## src/hw/lfst_params.svh

```systemverilog
// offsets, field positions, reset values and timing counts of the flash mode and strobe timer
// assumes a 25 MHz pclk and 32-bit APB data
// Notes on behaviour
// - power-save enable bit turns light-load pulse skipping on or off.
// - during down conversion pulse skipping stays on whatever the enable bit says.
// - mode 00 without forced voltage mode means shutdown.
// - mode 01 drives torch current and ignores strobe and software start.
// - torch current needs a mode rewrite within 11.2 s, else shutdown.
// - mode 11 regulates voltage, disables all three sinks, safety timer off.
// - mode 10 takes a flash trigger from strobe pin or software start.
// - level mode: flash current while strobe or start high, torch otherwise.
// - level mode: rising edge of strobe or start starts the safety timer.
// - level mode: trigger low or timeout stops the timer and the flash.
// - timeout clears the software start bit.
// - three-bit timeout select limits the flash pulse length.
// - one-shot mode: rising edge launches flash, further triggers ignored until timeout.
// - safety timer runs on the internal clock, so duration tracks its frequency.
// - inductor limit select only takes effect in the initial shutdown state.
// - limit 1250/1750 mA by select, 250/500 mA with storage cap and tx mask.
// - shorted LED limits output current and sets the LED fault flag.
// - open LED clamps output at the active threshold and sets the fault flag.
// - low threshold when storage cap off and voltage code 0000..0100, else high.
// - voltage-mode pin forces voltage regulation at the fixed 4.95 V preset.
// - software force bit forces voltage regulation like the pin.
// - forced voltage mode with mode 00 or 11 turns LEDs off, regulates by code.
`ifndef LFST_PARAMS_SVH
`define LFST_PARAMS_SVH

`define LFST_ADDR_CTRL    12'h000
`define LFST_ADDR_LEVEL   12'h004
`define LFST_ADDR_STATUS  12'h008

// control word bits
`define LFST_C_MODE_LO    0
`define LFST_C_VMSW       2
`define LFST_C_STT        3
`define LFST_C_PSM        4
`define LFST_C_SFT        5
`define LFST_C_INDUCTOR_LIMIT_SELECT       6
// level word fields
`define LFST_L_OVC_LO     0
`define LFST_L_TSEL_LO    4
`define LFST_L_TORCH_LO   8
// status bits, 0..2 are write-one-to-clear
`define LFST_S_FAULT      0
`define LFST_S_EXPIRED    1
`define LFST_S_WTRIP      2
`define LFST_S_FLASH      3
`define LFST_S_STARTED    4
`define LFST_S_VREG       5
`define LFST_S_INDUCTOR_LIMIT_SELECT_LO    6
`define LFST_S_OVPHI      8

`define LFST_MODE_OFF     2'h0
`define LFST_MODE_TORCH   2'h1
`define LFST_MODE_FLASH   2'h2
`define LFST_MODE_VOLT    2'h3
`define LFST_OVC_LOW_MAX  4'h4
`define LFST_OVC_RST      4'h0
`define LFST_TSEL_RST     3'h0
`define LFST_TORCH_RST    4'h0

// synchroniser lanes
`define LFST_SYNC_W       7
`define LFST_SI_STROBE    0
`define LFST_SI_VMPIN     1
`define LFST_SI_TXMASK    2
`define LFST_SI_STCAP     3
`define LFST_SI_DOWN      4
`define LFST_SI_SHORT     5
`define LFST_SI_OPEN      6

`define LFST_CLK_KHZ      25000
`define LFST_DC_WDOG_MS   11200
`define LFST_FLASH_STEP_MS 50

`endif

```

## src/hw/lfst_pkg.sv

```systemverilog
// types of the flash mode and strobe timer
// assumes lfst_params.svh for widths
`include "lfst_params.svh"
package lfst_pkg;

	typedef enum logic [1:0] {
		FL_IDLE = 2'b01,
		FL_RUN  = 2'b10
	} lfst_flash_t;

	typedef struct packed {
		logic [`LFST_SYNC_W-1:0] sync1;
		logic [`LFST_SYNC_W-1:0] sync2;
		logic                    strobe_d;
		logic                    sft_d;
		logic [1:0]              mode;
		logic                    vm_sw;
		logic                    strobe_trigger_type;
		logic                    psm_en;
		logic                    soft_flash_start;
		logic                    inductor_limit_select;
		logic                    started;
		logic [3:0]              ovc;
		logic [2:0]              tsel;
		logic [3:0]              torch;
		logic                    fault;
		logic                    expired;
		logic                    wtrip;
		lfst_flash_t             fl;
		logic [31:0]             fcnt;
		logic [31:0]             wcnt;
		logic                    pready;
		logic                    pslverr;
		logic [31:0]             prdata;
		logic                    conv_en;
		logic [2:0]              sinks;
		logic                    flash_on;
		logic                    torch_on;
		logic                    vreg;
		logic                    preset;
		logic                    pskip;
		logic [1:0]              inductor_limit_select_code;
		logic                    ovp_hi;
		logic                    ishort;
		logic                    vclamp;
	} lfst_state_t;

endpackage

```

## src/hw/lfst_flash_ctrl.sv

```systemverilog
// flash LED mode decoder, strobe safety timer and torch watchdog with an APB register slave
// assumes pclk is the internal oscillator; analog pins arrive asynchronous and are synchronised
`timescale 1ns/10ps
`default_nettype none
`include "lfst_params.svh"
module lfst_flash_ctrl
	import lfst_pkg::*;
#(
	parameter int unsigned DC_WDOG_CYCLES    = `LFST_DC_WDOG_MS * `LFST_CLK_KHZ,
	parameter int unsigned FLASH_STEP_CYCLES = `LFST_FLASH_STEP_MS * `LFST_CLK_KHZ
) (
	// clock and reset
	input  wire logic        pclk,
	input  wire logic        presetn,
	// apb slave
	input  wire logic        psel,
	input  wire logic        penable,
	input  wire logic        pwrite,
	input  wire logic [11:0] paddr,
	input  wire logic [31:0] pwdata,
	output logic             pready,
	output logic             pslverr,
	output logic [31:0]      prdata,
	// pins and analog status, asynchronous
	input  wire logic        strobe_in,
	input  wire logic        force_voltage_regulation_pin,
	input  wire logic        tx_mask_in,
	input  wire logic        storage_cap_mode_select,
	input  wire logic        down_conversion_in,
	input  wire logic        led_short_in,
	input  wire logic        led_open_in,
	// power stage controls
	output logic             converter_enable,
	output logic [2:0]       led_sink_enable,
	output logic             flash_current_sel,
	output logic             torch_current_sel,
	output logic [3:0]       torch_current_level,
	output logic             voltage_regulation,
	output logic             fixed_preset_sel,
	output logic [3:0]       output_voltage_code,
	output logic             pulse_skip_enable,
	output logic [1:0]       current_limit_code,
	output logic             ovp_high_sel,
	output logic             short_current_limit,
	output logic             open_voltage_clamp,
	output logic             led_fault_flag
);

	lfst_state_t st_ff;
	lfst_state_t nxt_st;

	logic        ss_strobe;
	logic        vm_on;
	logic        trig;
	logic        rise;
	logic        flash_mode;
	logic        torch_lvl;
	logic        ctrl_wr;
	logic        stat_wr;
	logic        leds_on;
	logic        setup;
	logic [31:0] dur;
	logic [31:0] rdmux;

	always_comb begin
		nxt_st = st_ff;
		ss_strobe = st_ff.sync2[`LFST_SI_STROBE];
		vm_on = st_ff.sync2[`LFST_SI_VMPIN] | st_ff.vm_sw;
		trig = ss_strobe | st_ff.soft_flash_start;
		rise = (ss_strobe & ~st_ff.strobe_d) | (st_ff.soft_flash_start & ~st_ff.sft_d);
		flash_mode = (st_ff.mode == `LFST_MODE_FLASH);
		torch_lvl = (st_ff.mode == `LFST_MODE_TORCH) | (flash_mode & (st_ff.fl != FL_RUN));
		leds_on = (st_ff.mode == `LFST_MODE_TORCH) | flash_mode;
		setup = psel & ~penable;
		ctrl_wr = psel & penable & st_ff.pready & pwrite & (paddr == `LFST_ADDR_CTRL);
		stat_wr = psel & penable & st_ff.pready & pwrite & (paddr == `LFST_ADDR_STATUS);
		dur = 32'(({29'h0, st_ff.tsel} + 32'h1) * FLASH_STEP_CYCLES);
		rdmux = 32'h0;

		// second stage only reads the first
		nxt_st.sync1 = {led_open_in, led_short_in, down_conversion_in, storage_cap_mode_select,
			tx_mask_in, force_voltage_regulation_pin, strobe_in};
		nxt_st.sync2 = st_ff.sync1;
		nxt_st.strobe_d = ss_strobe;
		nxt_st.sft_d = st_ff.soft_flash_start;

		// register file: answer with one access cycle, unmapped gives an error
		case (paddr)
			`LFST_ADDR_CTRL: begin
				rdmux[`LFST_C_MODE_LO +: 2] = st_ff.mode;
				rdmux[`LFST_C_VMSW] = st_ff.vm_sw;
				rdmux[`LFST_C_STT] = st_ff.strobe_trigger_type;
				rdmux[`LFST_C_PSM] = st_ff.psm_en;
				rdmux[`LFST_C_SFT] = st_ff.soft_flash_start;
				rdmux[`LFST_C_INDUCTOR_LIMIT_SELECT] = st_ff.inductor_limit_select;
			end
			`LFST_ADDR_LEVEL: begin
				rdmux[`LFST_L_OVC_LO +: 4] = st_ff.ovc;
				rdmux[`LFST_L_TSEL_LO +: 3] = st_ff.tsel;
				rdmux[`LFST_L_TORCH_LO +: 4] = st_ff.torch;
			end
			`LFST_ADDR_STATUS: begin
				rdmux[`LFST_S_FAULT] = st_ff.fault;
				rdmux[`LFST_S_EXPIRED] = st_ff.expired;
				rdmux[`LFST_S_WTRIP] = st_ff.wtrip;
				rdmux[`LFST_S_FLASH] = (st_ff.fl == FL_RUN);
				rdmux[`LFST_S_STARTED] = st_ff.started;
				rdmux[`LFST_S_VREG] = st_ff.vreg;
				rdmux[`LFST_S_INDUCTOR_LIMIT_SELECT_LO +: 2] = st_ff.inductor_limit_select_code;
				rdmux[`LFST_S_OVPHI] = st_ff.ovp_hi;
			end
			default: rdmux = 32'h0;
		endcase
		nxt_st.pready = setup;
		nxt_st.pslverr = setup & (paddr != `LFST_ADDR_CTRL) & (paddr != `LFST_ADDR_LEVEL)
			& (paddr != `LFST_ADDR_STATUS);
		nxt_st.prdata = (setup & ~pwrite) ? rdmux : 32'h0;

		// status clears first so a same-cycle hardware set wins
		if (stat_wr) begin
			if (pwdata[`LFST_S_FAULT])
				nxt_st.fault = 1'b0;
			if (pwdata[`LFST_S_EXPIRED])
				nxt_st.expired = 1'b0;
			if (pwdata[`LFST_S_WTRIP])
				nxt_st.wtrip = 1'b0;
		end

		// safety timer, one count per oscillator cycle
		case (st_ff.fl)
			FL_IDLE: begin
				if (flash_mode & rise) begin
					nxt_st.fl = FL_RUN;
					nxt_st.fcnt = dur;
				end
			end
			FL_RUN: begin
				if (!flash_mode) begin
					nxt_st.fl = FL_IDLE;
				end else if (st_ff.fcnt <= 32'h1) begin
					nxt_st.fl = FL_IDLE;
					nxt_st.soft_flash_start = 1'b0;
					nxt_st.expired = 1'b1;
				end else if (!st_ff.strobe_trigger_type && !trig) begin
					nxt_st.fl = FL_IDLE;
				end else begin
					nxt_st.fcnt = st_ff.fcnt - 32'h1;
				end
			end
			default: nxt_st.fl = FL_IDLE;
		endcase

		// torch watchdog, refreshed by any write to the control word
		if (!torch_lvl || ctrl_wr) begin
			nxt_st.wcnt = 32'h0;
		end else if (st_ff.wcnt >= DC_WDOG_CYCLES - 32'h1) begin
			nxt_st.wcnt = 32'h0;
			nxt_st.mode = `LFST_MODE_OFF;
			nxt_st.wtrip = 1'b1;
		end else begin
			nxt_st.wcnt = st_ff.wcnt + 32'h1;
		end

		// software writes last so a start written as the timer expires is kept
		if (ctrl_wr) begin
			nxt_st.mode = pwdata[`LFST_C_MODE_LO +: 2];
			nxt_st.vm_sw = pwdata[`LFST_C_VMSW];
			nxt_st.strobe_trigger_type = pwdata[`LFST_C_STT];
			nxt_st.psm_en = pwdata[`LFST_C_PSM];
			nxt_st.soft_flash_start = pwdata[`LFST_C_SFT];
			if (!st_ff.started)
				nxt_st.inductor_limit_select = pwdata[`LFST_C_INDUCTOR_LIMIT_SELECT];
		end
		if (psel & penable & st_ff.pready & pwrite & (paddr == `LFST_ADDR_LEVEL)) begin
			nxt_st.ovc = pwdata[`LFST_L_OVC_LO +: 4];
			nxt_st.tsel = pwdata[`LFST_L_TSEL_LO +: 3];
			nxt_st.torch = pwdata[`LFST_L_TORCH_LO +: 4];
		end
		// once running the limit is frozen; only reset brings back the initial state
		if (st_ff.mode != `LFST_MODE_OFF || vm_on)
			nxt_st.started = 1'b1;

		// power stage outputs
		nxt_st.conv_en = (st_ff.mode != `LFST_MODE_OFF) | vm_on;
		nxt_st.vreg = vm_on | (st_ff.mode == `LFST_MODE_VOLT);
		nxt_st.preset = st_ff.sync2[`LFST_SI_VMPIN];
		nxt_st.sinks = leds_on ? 3'h7 : 3'h0;
		nxt_st.flash_on = flash_mode & (st_ff.fl == FL_RUN);
		nxt_st.torch_on = torch_lvl;
		nxt_st.pskip = st_ff.psm_en | st_ff.sync2[`LFST_SI_DOWN];
		nxt_st.inductor_limit_select_code = {st_ff.sync2[`LFST_SI_STCAP] & st_ff.sync2[`LFST_SI_TXMASK],
			st_ff.inductor_limit_select};
		nxt_st.ovp_hi = st_ff.sync2[`LFST_SI_STCAP] | (st_ff.ovc > `LFST_OVC_LOW_MAX);
		nxt_st.ishort = st_ff.sync2[`LFST_SI_SHORT] & leds_on;
		nxt_st.vclamp = st_ff.sync2[`LFST_SI_OPEN] & leds_on;
		if (nxt_st.ishort | nxt_st.vclamp)
			nxt_st.fault = 1'b1;
	end

	always_ff @(posedge pclk or negedge presetn) begin
		if (!presetn) begin
			st_ff <= '0;
			st_ff.fl <= FL_IDLE;
			st_ff.mode <= `LFST_MODE_OFF;
			st_ff.ovc <= `LFST_OVC_RST;
			st_ff.tsel <= `LFST_TSEL_RST;
			st_ff.torch <= `LFST_TORCH_RST;
		end else begin
			st_ff <= nxt_st;
		end
	end

	assign pready = st_ff.pready;
	assign pslverr = st_ff.pslverr;
	assign prdata = st_ff.prdata;
	assign converter_enable = st_ff.conv_en;
	assign led_sink_enable = st_ff.sinks;
	assign flash_current_sel = st_ff.flash_on;
	assign torch_current_sel = st_ff.torch_on;
	assign torch_current_level = st_ff.torch;
	assign voltage_regulation = st_ff.vreg;
	assign fixed_preset_sel = st_ff.preset;
	assign output_voltage_code = st_ff.ovc;
	assign pulse_skip_enable = st_ff.pskip;
	assign current_limit_code = st_ff.inductor_limit_select_code;
	assign ovp_high_sel = st_ff.ovp_hi;
	assign short_current_limit = st_ff.ishort;
	assign open_voltage_clamp = st_ff.vclamp;
	assign led_fault_flag = st_ff.fault;
endmodule
`default_nettype wire

```

## config.mk

```make
export PLATFORM = sky130hd
export DESIGN_NAME = lfst_flash_ctrl
export DESIGN_NICKNAME = d
export VERILOG_FILES = /design/src/hw/lfst_pkg.sv /design/src/hw/lfst_flash_ctrl.sv
export VERILOG_INCLUDE_DIRS = /design/src /design/src/hw
export SDC_FILE = /design/constraint.sdc
export NUM_CORES = 1
export LEC_CHECK = 0
export ABC_AREA = 1
export BUFFER_PORTS_ARGS = -buffer_cell sky130_fd_sc_hd__buf_2
export CAP_MARGIN = 20
export CORE_ASPECT_RATIO = 0.5
export CORE_UTILIZATION = 28
export DETAILED_ROUTE_END_ITERATION = 8
export HOLD_SLACK_MARGIN = 0.06
export PLACE_DENSITY = 0.45
export SETUP_SLACK_MARGIN = 0.2
export SYNTH_ARGS = -nofsm -noshare
export SYNTH_HDL_FRONTEND = slang
export SYNTH_SLANG_ARGS = --single-unit
```

## constraint.sdc

```tcl
create_clock -name pclk -period 3.25 [get_ports pclk]
set_input_delay 0.1625 -clock pclk [delete_from_list [all_inputs] [get_ports pclk]]
set_output_delay 0.1625 -clock pclk [all_outputs]
set_load 0.01 [all_outputs]
```

==> results of run 1 <==
-- per-stage QoR --
stage | area, sq um | power (uW) | hold WS [ns] | std cells | utilization
6_report | 9020 | 3710 | 0.0873 | 1431 | 0.339
2_1_floorplan | 7720 | 1730 | -0.133 | 1006 | -
5_1_grt | 9020 | 3840 | 0.0962 | 1431 | 0.339
3_5_place_dp | 8160 | 1780 | 0.266 | 1377 | 0.306
3_3_place_gp | 8160 | 1780 | 0.270 | 1377 | 0.306
4_1_cts | 8970 | 3770 | 0.0749 | 1431 | 0.337
-- where the power goes --
| part | leakage [uW] | total [uW] | switching, uW | internal, uW |
|---|---|---|---|---|
| registers | 0.00171 | 1640 | 5.82 | 1630 |
| clock network | 0.000274 | 1940 | 804 | 1140 |
| logic | 0.00266 | 128 | 80.2 | 48.3 |
-- repair_timing --
item | CTS | global route
endpoints found under the hold margin | 104 | 0
resized for setup | 3 | 12
hold buffers | 22 | 0
endpoints found under the setup margin | 3 | 10
-- registers in the layout (all words and copies together) (netlist names), 2 cells and up --
| name | cells |
|---|---|
| st_ff | 84 |
| prdata | 12 |
| nxt_st | 11 |
| output_voltage_code | 4 |
| torch_current_level | 4 |
| current_limit_code | 2 |
-- cell type report --
class,instances,area (sq um)
flip-flops and latches,130,3260
fillers,2823,17600
inverters,113,429
multi-input cells,701,3640
repair buffers,103,669
clock inverters,14,153
well taps,352,440
clock buffers,18,429
-- how the worst max path moves through the flow --
stage                                   endpoint  slack [ns]
after floorplan           st_ff[100]$_DFFE_PN0P_        0.27
after global placement     st_ff[94]$_DFFE_PN0P_        0.16
after detailed placement   st_ff[94]$_DFFE_PN0P_        0.12
after CTS                 st_ff[104]$_DFFE_PN0P_        0.24
after global routing      st_ff[102]$_DFFE_PN0P_        0.17
final                      st_ff[94]$_DFFE_PN0P_        0.37
-- critical path, cell delays in order, from the launching register on --
cell and delay (ns):
dfrtp_1 0.41, ha_1 0.24, xor2_2 0.22, ha_1 0.31, fa_2 0.60, ha_4 0.22
nand3_1 0.10, nand3_1 0.12, nand2_1 0.10, nand2_1 0.09, o21ai_1 0.21, nand2_1 0.07
nand2_1 0.06, nand2_1 0.04
-- routing by layer --
metal,vias up,GRT usage,part of all wire
met3,25,0.0357,0.034
li1,3242,-,-
met5,-,0,0
met2,86,0.230,0.46
met4,0,0.0458,0.014
met1,3032,0.199,0.49
-- Yosys cell counts (5+ instances only) --
master,n
nand2_1,234
nor2_1,144
dfrtp_1,129
inv_1,110
nand3_1,64
buf_4,46
o21ai_0,32
ha_1,29
nand4_1,23
xor2_1,22
a21oi_1,21
o21ai_1,18
xnor2_1,14
nor3_1,13
nor3b_1,7
buf_6,6
nor2_2,6
buf_2,5
mux2_2,5
nand2_2,5
o211ai_1,5
o22ai_1,5
-- kinds of logic after synthesis --
| logic type | synth area share |
|---|---|
| compound gates | 0.0691 |
| xor+xnor | 0.0413 |
| fa+ha+maj | 0.0501 |
| mux | 0.00737 |
| flops | 0.426 |
| other cells | 0.000491 |
| buf+inv | 0.116 |
| simple gates | 0.290 |
==> metrics.cfg, run 1 <==
[critical_path]
reg2regPathDepth=13
worst-setup-path-type=reg2reg
crit_required_ns=3.58
worstPathArrival_ns=3.22
endpoint_kind=register
reg2reg_from=st_ff[121]$_DFFE_PN0P_
r2r-end=st_ff[94]$_DFFE_PN0P_
cp-start-kind=register
cp_max_fo=5
worstSetupStartpoint=st_ff[121]$_DFFE_PN0P_
r2r_setup_slack_ns=0.37

[sta]
fmax_mhz=347
fin_tns_setup_ns=0
skew_ns=0.0144
fin_ws_ns=0.365
tightest_slew_ns=0.793
min_period_ns=2.88
slew_viol_final=0
setup_violations=0
hold_viol=0
period_share=0.888
rsz0062_at_grt=true
relSlewSlack=0.471

[floorplan]
initial_core_util=0.287
die_w_um=236
num_rows=42
io_pins=113
die_y_um=119
core_sq_um=26600
die-area_sq_um=28000

[synthesis]
netlist-cell-type-count=46
synth_edf_count=0
async_reset_ff_frac=1.00
yosysTopAreaCell=dfrtp_1
synth_ff_type=dfrtp_1
synth_top_area_frac=0.423
ys_seq_area_frac=0.426
avgSynthCellArea_sq_um=7.76
synthesis.area_sq_um=7640
ys_warn_count=0
ys_ff_latch=130
syn_inst=984
synth.top_cells.by_area=dfrtp_1 42%, nand2_1 11%, nor2_1 7.1%

[flow_run]
cap_violations=0

[grt]
first_global_vias=6295
antenna_found_initial=0
grt_max_degree=80
overflow=0
grt_pass1_wl_um=32400
gr-usage-all-layers=0.147

[power_and_ir_drop]
irDropWorstVdd_mv=0.351
power.density_nw_per_um2=411
leakage_uw=0.00465

[drt]
routed_wl_um=19600
vias=6385
drt_iter0_markers=288
first_pass_iters=5
viasPerCell=4.46
drtAntennaViolNets=0
wl_per_cell_um=13.7
drc=0

[clock_network]
numCtsBuffers=17
numClockSinks=130
htreeDepth=4
cts.clk_slew.worst_paths_ns=0.06
clockRootBuffer=clkbuf_16
cts_setup_buffers=0
clockBufferDepth=2
tritoncts=built
clk_latency_ns=0.44

[placed_design]
hpwl_um=14300
io_buffers=71
dp_slack_ns=0.118
gp_congestion=0.832

[min_path]
hold_depth=3
hold_path.startpoint=paddr[3]
hold_path.class=in2reg
min_to=prdata[7]$_DFF_PN0_

[cells_and_area]
layout-drive-gt1-share=0.146
fin_nets=1152
final_common_cell=nand2_1
area_growth_pct=18.1
layout_common_cells=234 x nand2_1, 144 x nor2_1, 127 x dfrtp_1
diodes=0

[outcome]
outcome=finished, final reports clean

No activity file was read; power rests on OpenSTA's default activity.
==> run 2, diff against run 1 <==
--- a/config.mk
+++ b/config.mk
@@ -10,11 +10,12 @@
 export BUFFER_PORTS_ARGS = -buffer_cell sky130_fd_sc_hd__buf_2
 export CAP_MARGIN = 20
 export CORE_ASPECT_RATIO = 0.5
-export CORE_UTILIZATION = 28
+export CORE_UTILIZATION = 50
 export DETAILED_ROUTE_END_ITERATION = 8
 export HOLD_SLACK_MARGIN = 0.06
-export PLACE_DENSITY = 0.45
+export PLACE_DENSITY = 0.71
 export SETUP_SLACK_MARGIN = 0.2
+export SLEW_MARGIN = 20
 export SYNTH_ARGS = -nofsm -noshare
 export SYNTH_HDL_FRONTEND = slang
 export SYNTH_SLANG_ARGS = --single-unit
==> run 2 against run 1 <==
  * Core utilization grew 26 points
  * Clock skew decreased by 0.0085 ns
  * Design area down 1.7%
  * Global-route usage increased by 9.6 points
  * Via count grew 2.9%
  * Final cell count is 11% lower
  * Maximum frequency decreased by 1.7%
  * Die area fell by 44%
==> metrics.cfg, run 2 (synthesis results as in run 1) <==
[outcome]
outcome=finished, final reports clean

[sta]
hold_viol=0  ; unchanged
setup_violations=0  ; unchanged
period_share=0.903  ; +0.0157
tightest_slew_ns=0.881  ; +0.0878 ns
skew_ns=0.00587  ; -0.00849 ns
fin_tns_setup_ns=0  ; unchanged
fmax_mhz=341  ; -1.7%
rsz0062_at_grt=true
min_period_ns=2.94  ; +0.0511 ns
relSlewSlack=0.413  ; -0.0586
slew_viol_final=0  ; unchanged

[min_path]
hold_path.class=in2reg
min_to=prdata[7]$_DFF_PN0_
hold_path.startpoint=paddr[3]
hold_depth=3  ; unchanged

[floorplan]
num_rows=31  ; -26%
die_y_um=89.4  ; -25%
die-area_sq_um=15800  ; -44%
die_w_um=177  ; -25%
core_sq_um=14700  ; -45%
initial_core_util=0.520  ; +0.233
io_pins=113  ; unchanged

[cells_and_area]
final_common_cell=nand2_1
fin_nets=1153  ; +0.087%
layout_common_cells=234 x nand2_1, 144 x nor2_1, 127 x dfrtp_1
stdcell_area_sq_um=8870  ; -1.7%
largest_reg_flops=84  ; unchanged
fillCellCount=1311  ; -54%
area_growth_pct=16.1
fin_util=0.604  ; +0.265
diodes=0  ; unchanged
layout-drive-gt1-share=0.150  ; +0.00463
final_cells=1277  ; -11%
top_register=st_ff

[grt]
use_met2=0.404  ; +0.174
first_global_vias=6130  ; -2.6%
grt_max_degree=96  ; +20%
overflow=0  ; unchanged
grt_pass1_wl_um=29900  ; -7.8%
grt_util_met3=0.0561  ; +0.0204
top_usage_layer=met2
grtUsageMet1=0.316  ; +0.117
gr-usage-all-layers=0.243  ; +0.0956
antenna_found_initial=0  ; unchanged

[critical_path]
reg2reg_from=st_ff[122]$_DFFE_PN0P_
crit_required_ns=3.59  ; about the same
endpoint_kind=register
reg2regPathDepth=13  ; unchanged
cp-start-kind=register
cp_max_fo=5  ; unchanged
path_cells=ha_2 -> xor2_4 -> inv_1 -> ha_1 -> ha_1 -> or2_2 -> ha_1 -> nand2_1 -> o21ai_2 -> nand2_1 -> xor2_2 -> nor2_1 -> nor3_2
r2r-end=st_ff[103]$_DFFE_PN0P_
worstPathArrival_ns=3.28  ; +0.06 ns
cp_slowest_cell=dfrtp_2
worst_path_most_repeated_cell=ha_1
worst-setup-path-type=reg2reg
slowest_delay_ns=0.44  ; -0.16 ns
r2r_setup_slack_ns=0.31  ; -0.05 ns

[clock_network]
tritoncts=built
clk_latency_ns=0.42  ; -0.02 ns
cts.clk_slew.worst_paths_ns=0.06  ; about the same
clockBufferDepth=2  ; unchanged
numClockSinks=130  ; unchanged
numCtsBuffers=17  ; unchanged
htreeDepth=4  ; unchanged
clockRootBuffer=clkbuf_16

[power_and_ir_drop]
p_int_uw=2840  ; +0.68%
sw_frac_of_total=0.227  ; -0.0127
netSwitchingPower_uw=835  ; -6.2%
power.density_nw_per_um2=414  ; +0.69%
pwr-share-comb=0.035  ; about the same
pwr-share-clk=0.519  ; -0.004
p_total_uw=3670  ; -0.97%
irDropWorstVdd_mv=0.354  ; +0.98%
seq_power_share=0.447  ; +0.005
leakage_uw=0.00466  ; +0.34%

[placed_design]
place_area_sq_um=7940  ; -2.6%
io_buffers=71  ; unchanged
dpl.cell_count=1222  ; -11%
gp_congestion=0.932  ; +12%
hpwl_um=12600  ; -12%

[drt]
wl_per_cell_um=14.2  ; +3.6%
vias=6567  ; +2.9%
first_pass_iters=5  ; unchanged
drc=0  ; unchanged
viasPerCell=5.14  ; +15%
routed_wl_um=18100  ; -7.6%
drtAntennaViolNets=0  ; unchanged
drt_iter0_markers=439  ; +52%

[flow_run]
cap_violations=0  ; unchanged

==> run 2: what timing repair did <==
item / 4_1_cts / 5_1_grt
hold buffers: 22 / 0
endpoints found under the setup margin: 9 / 10
endpoints found under the hold margin: 118 / 0
gates resized for setup: 2 / 22
setup buffers: 0 / 2
==> run 2: metal layers <==
| metal | up-vias | part of all wire | wire (um) |
|---|---|---|---|
| li1 | 3244 | - | - |
| met1 | 3097 | 0.46 | 8240 |
| met2 | 192 | 0.48 | 8660 |
| met3 | 34 | 0.050 | 906 |
| met4 | 0 | 0.016 | 293 |
| met5 | - | 0 | 0 |
==> run 2: final cells by class <==
class / count / area [sq um] / share of cell area
clock buffer: 21 / 450 / 0.0508
clock inverter: 10 / 128 / 0.0144
inverter: 113 / 429 / 0.0484
multi-input combinational: 701 / 3690 / 0.416
sequential: 130 / 3260 / 0.367
tap: 198 / 248 / 0.0279
timing repair buffer: 104 / 668 / 0.0753
==> run 2: worst max-delay path: cells and delay by family (launching register included) <==
family	cells	cell delay (ns)
buffers and inverters	1	0.13
AND/OR/NAND/NOR	5	0.77
flip-flops	1	0.44
adder cells (fa/ha/maj)	4	0.91
AO/OA/AOI/OAI	1	0.22
XOR/XNOR	2	0.39
==> run 2: power groups by stage <==
| stage | Combinational, uW | Sequential [uW] | Clock (uW) |
|---|---|---|---|
| after floorplan | 54.6 | 1670 | 0 |
| after global placement | 105 | 1670 | 0 |
| after detailed placement | 108 | 1670 | 0 |
| after CTS | 129 | 1640 | 1930 |
| after global routing | 146 | 1640 | 2010 |
| final | 127 | 1640 | 1910 |
==> run 2: metrics by stage <==
stage | hold WS (ns) | worst slack (ns)
3_3_place_gp | 0.272 | 0.114
5_1_grt | 0.113 | 0.185
3_5_place_dp | 0.273 | 0.0670
2_1_floorplan | -0.133 | 0.267
6_report | 0.112 | 0.314
4_1_cts | 0.0953 | 0.142
==> run 2: how the worst max path moves through the flow <==
stage | startpoint | end | depth (start not counted)
global placement | st_ff[122]$_DFFE_PN0P_ | st_ff[94]$_DFFE_PN0P_ | 13
floorplan | st_ff[122]$_DFFE_PN0P_ | st_ff[100]$_DFFE_PN0P_ | 14
CTS | st_ff[122]$_DFFE_PN0P_ | st_ff[103]$_DFFE_PN0P_ | 13
global route | st_ff[122]$_DFFE_PN0P_ | st_ff[103]$_DFFE_PN0P_ | 13
detailed placement | st_ff[122]$_DFFE_PN0P_ | st_ff[103]$_DFFE_PN0P_ | 13
finish | st_ff[122]$_DFFE_PN0P_ | st_ff[103]$_DFFE_PN0P_ | 13
==> run 3, diff against run 2 <==
--- a/config.mk
+++ b/config.mk
@@ -6,14 +6,13 @@
 export SDC_FILE = /design/constraint.sdc
 export NUM_CORES = 1
 export LEC_CHECK = 0
-export ABC_AREA = 1
 export BUFFER_PORTS_ARGS = -buffer_cell sky130_fd_sc_hd__buf_2
 export CAP_MARGIN = 20
 export CORE_ASPECT_RATIO = 0.5
 export CORE_UTILIZATION = 50
 export DETAILED_ROUTE_END_ITERATION = 8
 export HOLD_SLACK_MARGIN = 0.06
-export PLACE_DENSITY = 0.71
+export PLACE_DENSITY = 0.72
 export SETUP_SLACK_MARGIN = 0.2
 export SLEW_MARGIN = 20
 export SYNTH_ARGS = -nofsm -noshare
==> run 3 against run 2 <==
  * Area after synthesis is 9.7% lower
  * Maximum frequency is essentially flat
  * Via count shrank 19%
  * Clock power up 7%
  * Register-to-register slack about the same
  * Flip-flop and latch count did not move
  * Sequential power about the same
  * Hold slack worse by 0.0080 ns
  * Core utilization increased by 2.5 points
  * Critical path depth down 2
  * Routed wire length down 13%
  * Count of clock-buffer cells in the layout decreased by 3
  * Critical endpoint is now st_ff[96]$_DFFE_PN0P_
  * Largest power group unchanged
==> metrics.cfg, run 3 <==
[outcome]
outcome=finished, final reports clean

[sta]
whs_ns=0.104  ; -0.00802 ns
period_share=0.904  ; about the same
setup_violations=0  ; unchanged
fmax_mhz=340  ; about the same
rsz0062_at_grt=false
hold_viol=0  ; unchanged
min_period_ns=2.94  ; +0.00165 ns
slew_viol_final=0  ; unchanged
skew_ns=0.0105  ; +0.00461 ns
relSlewSlack=0.345  ; -0.0682
fin_tns_setup_ns=0  ; unchanged
tightest_slew_ns=0.983  ; +0.102 ns

[cells_and_area]
diodes=0  ; unchanged
fin_nets=856  ; -26%
top_register=st_ff
layout-drive-gt1-share=0.220  ; +0.0695
fin_util=0.629  ; +0.0252
final_common_cell=dfrtp_1
largest_reg_flops=84  ; unchanged
area_growth_pct=19.0
layout_common_cells=127 x dfrtp_1, 78 x nor2_1, 70 x buf_2

[clock_network]
numClockSinks=130  ; unchanged
clk_latency_ns=0.42  ; about the same
numCtsBuffers=17  ; unchanged
tritoncts=built
htreeDepth=4  ; unchanged
clockBufferDepth=2  ; unchanged
clockRootBuffer=clkbuf_16
cts.clk_slew.worst_paths_ns=0.06  ; about the same

[power_and_ir_drop]
sw_frac_of_total=0.229  ; +0.00139
pwr-share-comb=0.031  ; -0.004
p_int_uw=2940  ; +3.5%
pwr-share-clk=0.538  ; +0.019
power.density_nw_per_um2=464  ; +12%
seq_power_share=0.431  ; -0.016
irDropWorstVdd_mv=0.307  ; -13%
netSwitchingPower_uw=871  ; +4.3%
leakage_uw=0.00388  ; -17%

[synthesis]
avgSynthCellArea_sq_um=10.1  ; +30%
netlist-cell-type-count=71  ; +54%
yosys.cell_count.top_type=dfrtp_1
synthesis.area_sq_um=6900  ; -9.7%
synth_ff_type=dfrtp_1
synth.top_cells.by_area=dfrtp_1 47%, ha_1 5.3%, buf_4 4.9%
ys_ff_latch=130  ; unchanged
yosysTopAreaCell=dfrtp_1
ys_seq_area_frac=0.472  ; +0.0456
syn_inst=683  ; -31%
synth_top_cells_by_count=129 x dfrtp_1, 79 x nor2_1, 45 x buf_4
synth_top_area_frac=0.468  ; +0.0452
async_reset_ff_frac=1.00  ; unchanged
ys_warn_count=0  ; unchanged
synth_edf_count=0  ; unchanged

[placed_design]
gp_congestion=0.868  ; -6.9%
io_buffers=71  ; unchanged
hpwl_um=10400  ; -18%

[grt]
grt_max_degree=94  ; -2.1%
grt_pass1_wl_um=26100  ; -13%
antenna_found_initial=0  ; unchanged
gr-usage-all-layers=0.233  ; -0.00948
overflow=0  ; unchanged
use_met2=0.399  ; -0.00504
top_usage_layer=met2
grt_util_met3=0.0513  ; -0.00482
first_global_vias=5239  ; -15%
grtUsageMet1=0.295  ; -0.0210

[drt]
wl_per_cell_um=16.5  ; +16%
vias=5307  ; -19%
drt_iter0_markers=343  ; -22%
first_pass_iters=7  ; +2
routed_wl_um=15700  ; -13%
viasPerCell=5.57  ; +8.3%
drtAntennaViolNets=0  ; unchanged
drc=0  ; unchanged

[critical_path]
crit_required_ns=3.56  ; -0.03 ns
cp-start-kind=register
worst-setup-path-type=reg2reg
worstPathArrival_ns=3.24  ; -0.04 ns
cp_max_fo=5  ; unchanged
r2r_setup_slack_ns=0.31  ; about the same
endpoint_kind=register

[floorplan]
io_pins=113  ; unchanged
die-area_sq_um=14300  ; -9.5%
die_y_um=85.1  ; -4.8%
core_sq_um=13100  ; -11%
die_w_um=168  ; -4.9%
num_rows=29  ; -6.5%
initial_core_util=0.528  ; +0.00865

[flow_run]
cap_violations=0  ; unchanged

[min_path]
hold_path.class=in2reg

run 3: cell types whose count changed in the layout (fill, tap and decap cells not counted), sizes merged, moves of 8 or more:
cell / before / now
mux2: 5 / 13
and3: 0 / 14
or4: 0 / 11
nor2: 151 / 79
o21ai: 50 / 31
xnor2: 14 / 24
inv: 115 / 29
nor4: 3 / 18
nand4: 23 / 9
buf: 82 / 91
nand3: 65 / 27
nand2: 240 / 38
run 3: cell families (layout without fill, tap and decap cells):
logic type / count (synthesis) / after routing / share of synthesized area
other cells: 1 / 23 / 0.000543
buf+inv: 92 / 170 / 0.0810
simple gates: 251 / 251 / 0.191
mux: 16 / 16 / 0.0256
flops: 130 / 130 / 0.472
xor+xnor: 48 / 48 / 0.0609
compound gates: 115 / 115 / 0.114
fa+ha+maj: 30 / 30 / 0.0555
run 3: cell type report:
type	instances	area, sq um
Multi-Input combinational cell	483	3270
Sequential cell	130	3260
Clock buffer	18	439
Inverter	24	95.1
Clock inverter	14	194
Tap cell	170	213
Fill cell	1029	4850
Timing Repair Buffer	114	742
run 3: what timing repair did:
item / in CTS / in global routing
buffers inserted: 0 / 1
hold buffers: 23 / 0
resized for setup: 3 / 13
cloned: 0 / 0
endpoints found under the hold margin: 119 / 0
endpoints found under the setup margin: 5 / 9
pin swaps: 1 / 7
run 3: per-layer routing:
layer  vias to the layer above  wire length, um  share of wire
met2                       159             7760           0.50
met3                        25              693          0.044
li1                       2544                -              -
met1                      2579             6960           0.44
met4                         0              267          0.017
met5                         -                0              0
run 3: final timing paths:
| kind | startpoint | end | depth (start not counted) |
|---|---|---|---|
| worst max-delay path | st_ff[122]$_DFFE_PN0P_ | st_ff[96]$_DFFE_PN0P_ | 11 |
| worst min-delay path | penable | pready$_DFF_PN0_ | 3 |
| worst max register to register | st_ff[122]$_DFFE_PN0P_ | st_ff[96]$_DFFE_PN0P_ | 11 |
| worst min register to register | nxt_st[143]$_DFF_PN0_ | st_ff[143]$_DFF_PN0_ | 0 |
| max in group asynchronous | presetn | st_ff[68]$_DFF_PN0_ | 3 |
| min in group asynchronous | presetn | st_ff[52]$_DFF_PN0_ | 2 |
run 3: worst max-delay path: stages (launching register included):
cell     delay [ns]
dfrtp_2        0.45
ha_4           0.19
xor2_4         0.18
ha_4           0.24
fa_1           0.52
ha_4           0.30
nand2_2        0.05
a21o_1         0.18
a21o_1         0.22
a21oi_2        0.17
nor3b_1        0.06
o31ai_1        0.27
run 3: stage by stage:
| stage | setup WS, ns | power, uW | instances | area [sq um] |
|---|---|---|---|---|
| floorplan | 0.221 | 1720 | 705 | 7000 |
| global placement | 0.201 | 1770 | 897 | 7250 |
| detailed placement | 0.129 | 1770 | 897 | 7250 |
| CTS | 0.206 | 3830 | 952 | 8130 |
| global route | 0.201 | 3930 | 953 | 8210 |
| finish | 0.312 | 3810 | 953 | 8210 |
run 3: power by group through the flow:
stage	Clock (uW)	Sequential [uW]	Combinational, uW
2_1_floorplan	0	1670	45.8
3_3_place_gp	0	1670	96.0
3_5_place_dp	0	1670	97.2
4_1_cts	2070	1640	119
5_1_grt	2160	1640	133
6_report	2050	1640	118
